## src/psr_map.svh

```systemverilog
// Register offsets, field positions and reset values for the soft reset
// and clock gating block. Included by every design file that needs them.
`ifndef PSR_MAP_SVH
`define PSR_MAP_SVH

`define PSR_OFF_SRC0        12'h040
`define PSR_OFF_SRC1        12'h044
`define PSR_OFF_SRC2        12'h048
`define PSR_OFF_DSGATE      12'h128
`define PSR_OFF_CAP1        12'h200
`define PSR_OFF_CAP2        12'h204
`define PSR_OFF_CAP4        12'h208
`define PSR_OFF_CLKCFG      12'h20C
`define PSR_OFF_STATUS      12'h210

`define PSR_RST_ZERO        32'h0000_0000
`define PSR_ALL_ONES        32'hFFFF_FFFF
`define PSR_CLKCFG_IMPL     32'h0000_0001

`define PSR_SRC0_IMPL       32'h0000_0008
`define PSR_SRC1_IMPL       32'h0307_0011
`define PSR_SRC2_IMPL       32'h5000_007F
`define PSR_DSGATE_IMPL     32'h5000_007F

`define PSR_BIT_WATCHDOG    3
`define PSR_BIT_COMPARATOR1_RESET_BIT       25
`define PSR_BIT_COMPARATOR0_RESET_BIT       24
`define PSR_BIT_GP_TIMER_C_RESET_BIT      18
`define PSR_BIT_GP_TIMER_B_RESET_BIT      17
`define PSR_BIT_GP_TIMER_A_RESET_BIT      16
`define PSR_BIT_SYNCSER     4
`define PSR_BIT_ASYNCSER    0
`define PSR_BIT_PHY         30
`define PSR_BIT_MAC         28
`define PSR_BIT_PORT_LO     0
`define PSR_BIT_PORT_HI     6
`define PSR_BIT_ACG         0

`define PSR_CAP1_DEFAULT    32'h0000_0008
`define PSR_CAP2_DEFAULT    32'h0307_0011
`define PSR_CAP4_DEFAULT    32'h5000_007F

`endif

```

## src/psr_pkg.sv

```systemverilog
// Types shared by the soft reset and clock gating block.
// Assumes psr_map.svh is compiled alongside.
package psr_pkg;

	typedef enum logic [1:0] {
		PSR_IDLE   = 2'b00,
		PSR_ACCESS = 2'b01
	} psr_phase_t;

	typedef struct packed {
		logic [31:0] src0;
		logic [31:0] src1;
		logic [31:0] src2;
		logic [31:0] dsgate;
		logic [31:0] clkcfg;
	} psr_regs_t;

endpackage

```

## src/psr_reset_ctrl.sv

```systemverilog
// Software reset and deep-sleep clock gating control, APB slave.
// Assumes APB3 master on pclk; capability words come in as parameters.
`include "psr_map.svh"

module psr_reset_ctrl #(
	parameter logic [31:0] CAP1  = `PSR_CAP1_DEFAULT,
	parameter logic [31:0] CAP2  = `PSR_CAP2_DEFAULT,
	parameter logic [31:0] CAP4  = `PSR_CAP4_DEFAULT,
	parameter int          PORTS = 7
) (
	input  wire logic             pclk,
	input  wire logic             presetn,
	input  wire logic             psel,
	input  wire logic             penable,
	input  wire logic             pwrite,
	input  wire logic [11:0]      paddr,
	input  wire logic [31:0]      pwdata,
	output logic      [31:0]      prdata,
	output logic                  pready,
	output logic                  pslverr,
	input  wire logic             deep_sleep,
	input  wire logic [PORTS-1:0] run_gate,
	input  wire logic [PORTS-1:0] unit_sel,
	input  wire logic             unit_access,
	output logic                  unit_fault,
	output logic      [PORTS-1:0] port_clk_en,
	output logic                  watchdog_reset,
	output logic                  comparator0_reset,
	output logic                  comparator1_reset,
	output logic                  gp_timer_a_reset,
	output logic                  gp_timer_b_reset,
	output logic                  gp_timer_c_reset,
	output logic                  sync_serial_reset,
	output logic                  async_serial_reset,
	output logic                  ether_phy_reset,
	output logic                  ether_mac_reset,
	output logic      [PORTS-1:0] port_reset
);

	psr_pkg::psr_regs_t state_reg;
	psr_pkg::psr_regs_t state_next;
	logic [31:0]        rdata_reg;
	logic [31:0]        rdata_next;
	logic               err_reg;
	logic               err_next;
	logic               wr_ok;
	logic               access;
	logic               mapped;
	logic [31:0]        src0_new;
	logic [31:0]        src1_new;
	logic [31:0]        src2_new;
	logic [31:0]        gate_new;
	logic [31:0]        cfg_new;

	function automatic logic hit(input logic [11:0] a, input logic [11:0] o);
		return a == o;
	endfunction

	assign access = psel && !penable;

	always_comb begin
		mapped = hit(paddr, `PSR_OFF_SRC0) || hit(paddr, `PSR_OFF_SRC1)
			|| hit(paddr, `PSR_OFF_SRC2) || hit(paddr, `PSR_OFF_DSGATE)
			|| hit(paddr, `PSR_OFF_CAP1) || hit(paddr, `PSR_OFF_CAP2)
			|| hit(paddr, `PSR_OFF_CAP4) || hit(paddr, `PSR_OFF_CLKCFG)
			|| hit(paddr, `PSR_OFF_STATUS);
		wr_ok = access && pwrite;
	end

	psr_write_filter u_src0 (
		.old_value (state_reg.src0),
		.wdata     (pwdata),
		.impl_mask (`PSR_SRC0_IMPL),
		.cap_mask  (CAP1),
		.wr_en     (wr_ok && hit(paddr, `PSR_OFF_SRC0)),
		.new_value (src0_new)
	);

	psr_write_filter u_src1 (
		.old_value (state_reg.src1),
		.wdata     (pwdata),
		.impl_mask (`PSR_SRC1_IMPL),
		.cap_mask  (CAP2),
		.wr_en     (wr_ok && hit(paddr, `PSR_OFF_SRC1)),
		.new_value (src1_new)
	);

	psr_write_filter u_src2 (
		.old_value (state_reg.src2),
		.wdata     (pwdata),
		.impl_mask (`PSR_SRC2_IMPL),
		.cap_mask  (CAP4),
		.wr_en     (wr_ok && hit(paddr, `PSR_OFF_SRC2)),
		.new_value (src2_new)
	);

	psr_write_filter u_gate (
		.old_value (state_reg.dsgate),
		.wdata     (pwdata),
		.impl_mask (`PSR_DSGATE_IMPL),
		.cap_mask  (CAP4),
		.wr_en     (wr_ok && hit(paddr, `PSR_OFF_DSGATE)),
		.new_value (gate_new)
	);

	psr_write_filter u_cfg (
		.old_value (state_reg.clkcfg),
		.wdata     (pwdata),
		.impl_mask (`PSR_CLKCFG_IMPL),
		.cap_mask  (`PSR_ALL_ONES),
		.wr_en     (wr_ok && hit(paddr, `PSR_OFF_CLKCFG)),
		.new_value (cfg_new)
	);

	psr_gate_ctrl #(
		.PORTS (PORTS)
	) u_gate_ctrl (
		.run_gate    (run_gate),
		.ds_gate     (state_reg.dsgate[PORTS-1:0]),
		.deep_sleep  (deep_sleep),
		.auto_gate   (state_reg.clkcfg[`PSR_BIT_ACG]),
		.unit_sel    (unit_sel),
		.unit_access (unit_access),
		.port_clk_en (port_clk_en),
		.unit_fault  (unit_fault)
	);

	always_comb begin
		state_next.src0   = src0_new;
		state_next.src1   = src1_new;
		state_next.src2   = src2_new;
		state_next.dsgate = gate_new;
		state_next.clkcfg = cfg_new;
		rdata_next        = rdata_reg;
		err_next          = 1'b0;
		if (access) begin
			err_next   = !mapped;
			rdata_next = `PSR_RST_ZERO;
			if (!pwrite) begin
				if (hit(paddr, `PSR_OFF_SRC0)) begin
					rdata_next = state_reg.src0;
				end else if (hit(paddr, `PSR_OFF_SRC1)) begin
					rdata_next = state_reg.src1;
				end else if (hit(paddr, `PSR_OFF_SRC2)) begin
					rdata_next = state_reg.src2;
				end else if (hit(paddr, `PSR_OFF_DSGATE)) begin
					rdata_next = state_reg.dsgate;
				end else if (hit(paddr, `PSR_OFF_CAP1)) begin
					rdata_next = CAP1;
				end else if (hit(paddr, `PSR_OFF_CAP2)) begin
					rdata_next = CAP2;
				end else if (hit(paddr, `PSR_OFF_CAP4)) begin
					rdata_next = CAP4;
				end else if (hit(paddr, `PSR_OFF_CLKCFG)) begin
					rdata_next = state_reg.clkcfg;
				end else if (hit(paddr, `PSR_OFF_STATUS)) begin
					rdata_next = {{(32-PORTS){1'b0}}, port_clk_en};
				end
			end
		end
	end

	always_ff @(posedge pclk or negedge presetn) begin
		if (!presetn) begin
			state_reg <= '0;
			rdata_reg <= `PSR_RST_ZERO;
			err_reg   <= 1'b0;
		end else begin
			state_reg <= state_next;
			rdata_reg <= rdata_next;
			err_reg   <= err_next;
		end
	end

	assign pready  = 1'b1;
	assign prdata  = rdata_reg;
	assign pslverr = err_reg;

	assign watchdog_reset     = state_reg.src0[`PSR_BIT_WATCHDOG];
	assign comparator1_reset  = state_reg.src1[`PSR_BIT_COMPARATOR1_RESET_BIT];
	assign comparator0_reset  = state_reg.src1[`PSR_BIT_COMPARATOR0_RESET_BIT];
	assign gp_timer_c_reset   = state_reg.src1[`PSR_BIT_GP_TIMER_C_RESET_BIT];
	assign gp_timer_b_reset   = state_reg.src1[`PSR_BIT_GP_TIMER_B_RESET_BIT];
	assign gp_timer_a_reset   = state_reg.src1[`PSR_BIT_GP_TIMER_A_RESET_BIT];
	assign sync_serial_reset  = state_reg.src1[`PSR_BIT_SYNCSER];
	assign async_serial_reset = state_reg.src1[`PSR_BIT_ASYNCSER];
	assign ether_phy_reset    = state_reg.src2[`PSR_BIT_PHY];
	assign ether_mac_reset    = state_reg.src2[`PSR_BIT_MAC];
	assign port_reset         = state_reg.src2[PORTS-1:0];

endmodule // psr_reset_ctrl

```

## src/psr_write_filter.sv

```systemverilog
// Masked register update: capability and implemented-bit filter.
// Assumes the caller presents the old value and the bus write data.
module psr_write_filter (
	input  wire logic [31:0] old_value,
	input  wire logic [31:0] wdata,
	input  wire logic [31:0] impl_mask,
	input  wire logic [31:0] cap_mask,
	input  wire logic        wr_en,
	output logic      [31:0] new_value
);

	logic [31:0] keep_mask;

	always_comb begin
		keep_mask = impl_mask & cap_mask;
		if (wr_en) begin
			new_value = (wdata & keep_mask) | (old_value & ~keep_mask & impl_mask);
		end else begin
			new_value = old_value & impl_mask;
		end
	end

endmodule // psr_write_filter

```

## src/psr_gate_ctrl.sv

```systemverilog
// Port clock enable and fault decision for gated peripherals.
// Assumes run-mode enables and the deep-sleep request come from outside.
module psr_gate_ctrl #(
	parameter int PORTS = 7
) (
	input  wire logic [PORTS-1:0] run_gate,
	input  wire logic [PORTS-1:0] ds_gate,
	input  wire logic             deep_sleep,
	input  wire logic             auto_gate,
	input  wire logic [PORTS-1:0] unit_sel,
	input  wire logic             unit_access,
	output logic      [PORTS-1:0] port_clk_en,
	output logic                  unit_fault
);

	always_comb begin
		if (deep_sleep && auto_gate) begin
			port_clk_en = ds_gate;
		end else begin
			port_clk_en = run_gate;
		end
		unit_fault = unit_access && ((unit_sel & ~port_clk_en) != '0);
	end

endmodule // psr_gate_ctrl

```

## config.mk

```make
export PLATFORM = sky130hd
export DESIGN_NAME = psr_reset_ctrl
export DESIGN_NICKNAME = d
export VERILOG_FILES = /design/src/psr_pkg.sv /design/src/psr_reset_ctrl.sv /design/src/psr_write_filter.sv /design/src/psr_gate_ctrl.sv
export VERILOG_INCLUDE_DIRS = /design/src
export SDC_FILE = /design/constraint.sdc
export NUM_CORES = 1
export LEC_CHECK = 0
export ABC_AREA = 0
export BUFFER_PORTS_ARGS = -buffer_cell sky130_fd_sc_hd__buf_2
export CAP_MARGIN = 20
export CORE_MARGIN = 2
export CORE_UTILIZATION = 35
export CTS_CLUSTER_SIZE = 16
export DETAILED_ROUTE_END_ITERATION = 8
export PLACE_DENSITY = 0.73
export SYNTH_ARGS = -nofsm -noshare
export SYNTH_HDL_FRONTEND = slang
export SYNTH_SLANG_ARGS = --single-unit
```

## constraint.sdc

```tcl
create_clock -name pclk -period 2 [get_ports pclk]
set_input_delay 0 -clock pclk [delete_from_list [all_inputs] [get_ports pclk]]
set_output_delay 0 -clock pclk [all_outputs]
set_load 0.01 [all_outputs]
```

==> flow_metrics.py <==
metrics = {
    "status": {
        "outcome": "finished, final reports clean",
    },
    "floorplan": {
        "core_um2": 6720,
        "die_h_um": 86.8,
        "start_util": 0.357,
        "io_pins": 124,
        "row_count": 30,
        "dieArea_um2": 7540,
        "die_w_um": 86.8,
    },
    "power_and_ir_drop": {
        "finalPower_mw": 1.86,
        "p_sw_uw": 398,
        "switching_share": 0.214,
        "pwr-share-comb": 0.106,
        "p_int_mw": 1.47,
        "p_seq_frac": 0.457,
        "leakage_nw": 1.59,
        "peakVddDrop_uv": 412,
        "clkPwrFrac": 0.438,
        "cellPowerDensity_nw_per_um2": 603,
    },
    "min_path": {
        "hold_end": "pslverr",
        "holdCritPathClass": "primary input to register",
        "hold_depth": 3,
        "worstHoldStart": "paddr[3]",
    },
    "placement": {
        "io_buffers": 86,
        "gp_congestion": 0.833,
        "dp_slack_ps": 273,
        "place_area_um2": 2790,
        "post-dp-hpwl_mm": 4.65,
    },
    "sta": {
        "max_freq_ghz": 0.546,
        "period_needed_ps": 1830,
        "final-setup-viol-count": 0,
        "rsz0062_at_grt": "false",
        "worstMarginPinSlew_ps": 912,
        "tns_ps": 0,
        "finalCritPeriodShare": 0.915,
        "slew_violations": 0,
        "finalClockSkew_ps": 7.85,
        "final_hold_viol_count": 0,
        "worst_slack_ps": 170,
        "slew_headroom": 0.392,
    },
    "synthesis": {
        "synth_xor_xnor_area_share": 0,
        "synth_common_cells": "42 x dfrtp_1, 33 x mux2_2, 27 x buf_4, 24 x nand2_1, 20 x o21ai_0",
        "synth_area_um2": 2400,
        "synth_compound_area_frac": 0.124,
        "syn_area_per_cell_um2": 10.3,
        "ys_ff_latch": 42,
        "synth_mux_area_frac": 0.159,
        "yosysSeqAreaShare": 0.438,
        "yosysUniqueCellTypes": 45,
        "yosys_warnings": 0,
        "synthAdderAreaFrac": 0,
        "synth_area_leader_cell": "dfrtp_1",
        "yosys.area_share.simple": 0.168,
        "yosys_most_used_dff": "dfrtp_1",
        "synth.most_common_cell": "dfrtp_1",
        "synth_edf_count": 0,
        "synth_top_area_frac": 0.438,
        "syn_inst": 233,
        "synth_top_family_by_area": "simple AND/OR/NAND/NOR gates",
        "synth.top_cells.by_area": "dfrtp_1 44%, mux2_2 15%, buf_4 8.4%",
        "async_flop_share": 1.00,
    },
    "setup_path": {
        "cp-startpoint": "state_reg[0]",
        "startpoint_type": "register",
        "cp_top_family": "flip-flops",
        "reg2reg_depth": 4,
        "cp_num_buf_inv": 1,
        "r2r_slack_ps": 480,
        "worst_setup_path_end_kind": "output pin",
        "cp.required_ps": 2000,
        "cpPeakStageDelay_ps": 400,
        "worstPathArrival_ps": 1830,
        "path_cells": "nand2_2, mux2_2, o22ai_1, a221oi_1, a21boi_0, buf_2",
        "path_max_fanout": 7,
        "crit_type": "register to output pin",
        "r2r_end": "prdata[2]",
        "r2r-start": "state_reg[0]",
        "cp_slowest_cell": "dfrtp_1",
    },
    "flow_run": {
        "cap_violations": 0,
    },
    "final_layout": {
        "antenna_cells": 0,
        "drive_above_1_share": 0.436,
        "final_area_um2": 3090,
        "fill_cells": 655,
        "largest_register_ffs": 14,
        "nNetsFinal": 394,
        "area_growth_pct": 28.7,
    },
    "detailed_routing": {
        "num_vias": 2046,
        "detail_route.wl_per_cell_um": 14.9,
        "first_iter_violations": 185,
        "wl_mm": 6.13,
        "dr.pass1.iters": 4,
        "detail-route-antenna-nets": 0,
        "viasPerCell": 4.99,
        "drc": 0,
    },
    "grt": {
        "grt_pass1_vias": 1934,
        "grt-ovfl-total": 0,
        "grt_max_degree": 43,
        "antenna_found_initial": 0,
        "grt_use_total": 0.168,
        "grt_pass1_wl_mm": 9.76,
    },
    "clock_tree": {
        "cts_sinks": 42,
        "path_clk_slew_ps": 80,
        "clk_latency_ps": 290,
        "cts.root.buffer_cell": "clkbuf_8",
        "post_cts_buffers": 0,
        "cts_buffers": 5,
        "clock_path_buffers": 2,
        "cts_max_level": 2,
        "cts_tree": "yes",
    },
}
layer usage:
layer | track usage | part of all wire | up-vias
met4 | 0.0540 | 0.0096 | 0
met5 | 0 | 0 | -
met1 | 0.225 | 0.44 | 971
li1 | - | - | 980
met3 | 0.0419 | 0.067 | 6
met2 | 0.269 | 0.49 | 89
power groups by stage:
stage | combinational, mW | clock (mW) | sequential, mW
6_report | 0.197 | 0.816 | 0.851
5_1_grt | 0.221 | 0.875 | 0.851
4_1_cts | 0.198 | 0.837 | 0.851
3_5_place_dp | 0.176 | 0 | 0.868
3_3_place_gp | 0.173 | 0 | 0.868
2_1_floorplan | 0.109 | 0 | 0.869
layout by cell type (no fill, tap or decap), types with 2 or more instances in the layout:
cell / synthesis / final
buf_2: 3 / 86
dfrtp_1: 42 / 42
mux2_2: 33 / 33
nand2_1: 24 / 23
o21ai_0: 20 / 20
conb_1: 2 / 19
dlygate4sd3_1: 0 / 15
nor2_1: 11 / 11
inv_1: 8 / 8
clkbuf_8: 0 / 6
a221oi_1: 5 / 5
a21oi_1: 5 / 5
nor2b_1: 4 / 4
nand3_1: 4 / 4
o21ai_1: 4 / 4
buf_4: 27 / 4
nor3_1: 3 / 3
nand2_2: 1 / 2
a21boi_0: 2 / 2
or2_1: 2 / 2
nor4_4: 2 / 2
nand2b_1: 2 / 2
nor3_2: 2 / 2
a32oi_1: 2 / 2
nand4_1: 2 / 2
bufinv_16: 0 / 2
worst max-delay path by stage:
stage / to / slack (ps) / cells after the start
4_1_cts: unit_fault / 20 / 6
3_5_place_dp: state_reg[34] / 270 / 5
2_1_floorplan: unit_fault / 510 / 5
6_report: unit_fault / 170 / 6
3_3_place_gp: gp_timer_b_reset / 320 / 6
5_1_grt: unit_fault / 60 / 6
through the flow:
step	hold slack, ps	util	std cells
final	64.0	0.460	410
after global routing	73.1	0.460	410
after detailed placement	196	0.416	387
after floorplan	-296	-	250
after CTS	41.0	0.459	410
after global placement	191	0.416	387
layout make-up:
class / instances / area [um^2] / share of cell area
multi-input combinational: 167 / 1150 / 0.374
sequential: 42 / 1050 / 0.340
timing repair buffer: 105 / 611 / 0.198
tap: 80 / 100 / 0.0324
clock buffer: 6 / 82.6 / 0.0267
clock inverter: 2 / 60.1 / 0.0194
inverter: 8 / 30.0 / 0.00972
repair_timing:
item	4_1_cts	5_1_grt
hold endpoints to repair	68	0
gates resized for setup	0	1
endpoints found under the setup margin	0	1
hold buffers	15	0
worst register-to-register path, stage by stage (launching register included):
cell and delay (ps):
dfrtp_1 400, nand2_2 200, mux2_2 400, a221oi_1 290
o21ai_1 100
logic make-up (layout without fill, tap and decap cells):
kind of cell           Yosys count  count (layout)
and+or+nand+nor                 67              67
AOI/OAI and AO/OA               47              47
other                            2              19
muxes                           34              34
buffers and inverters           41             121
DFF                             42              42
(Power assumes the default switching activity.)
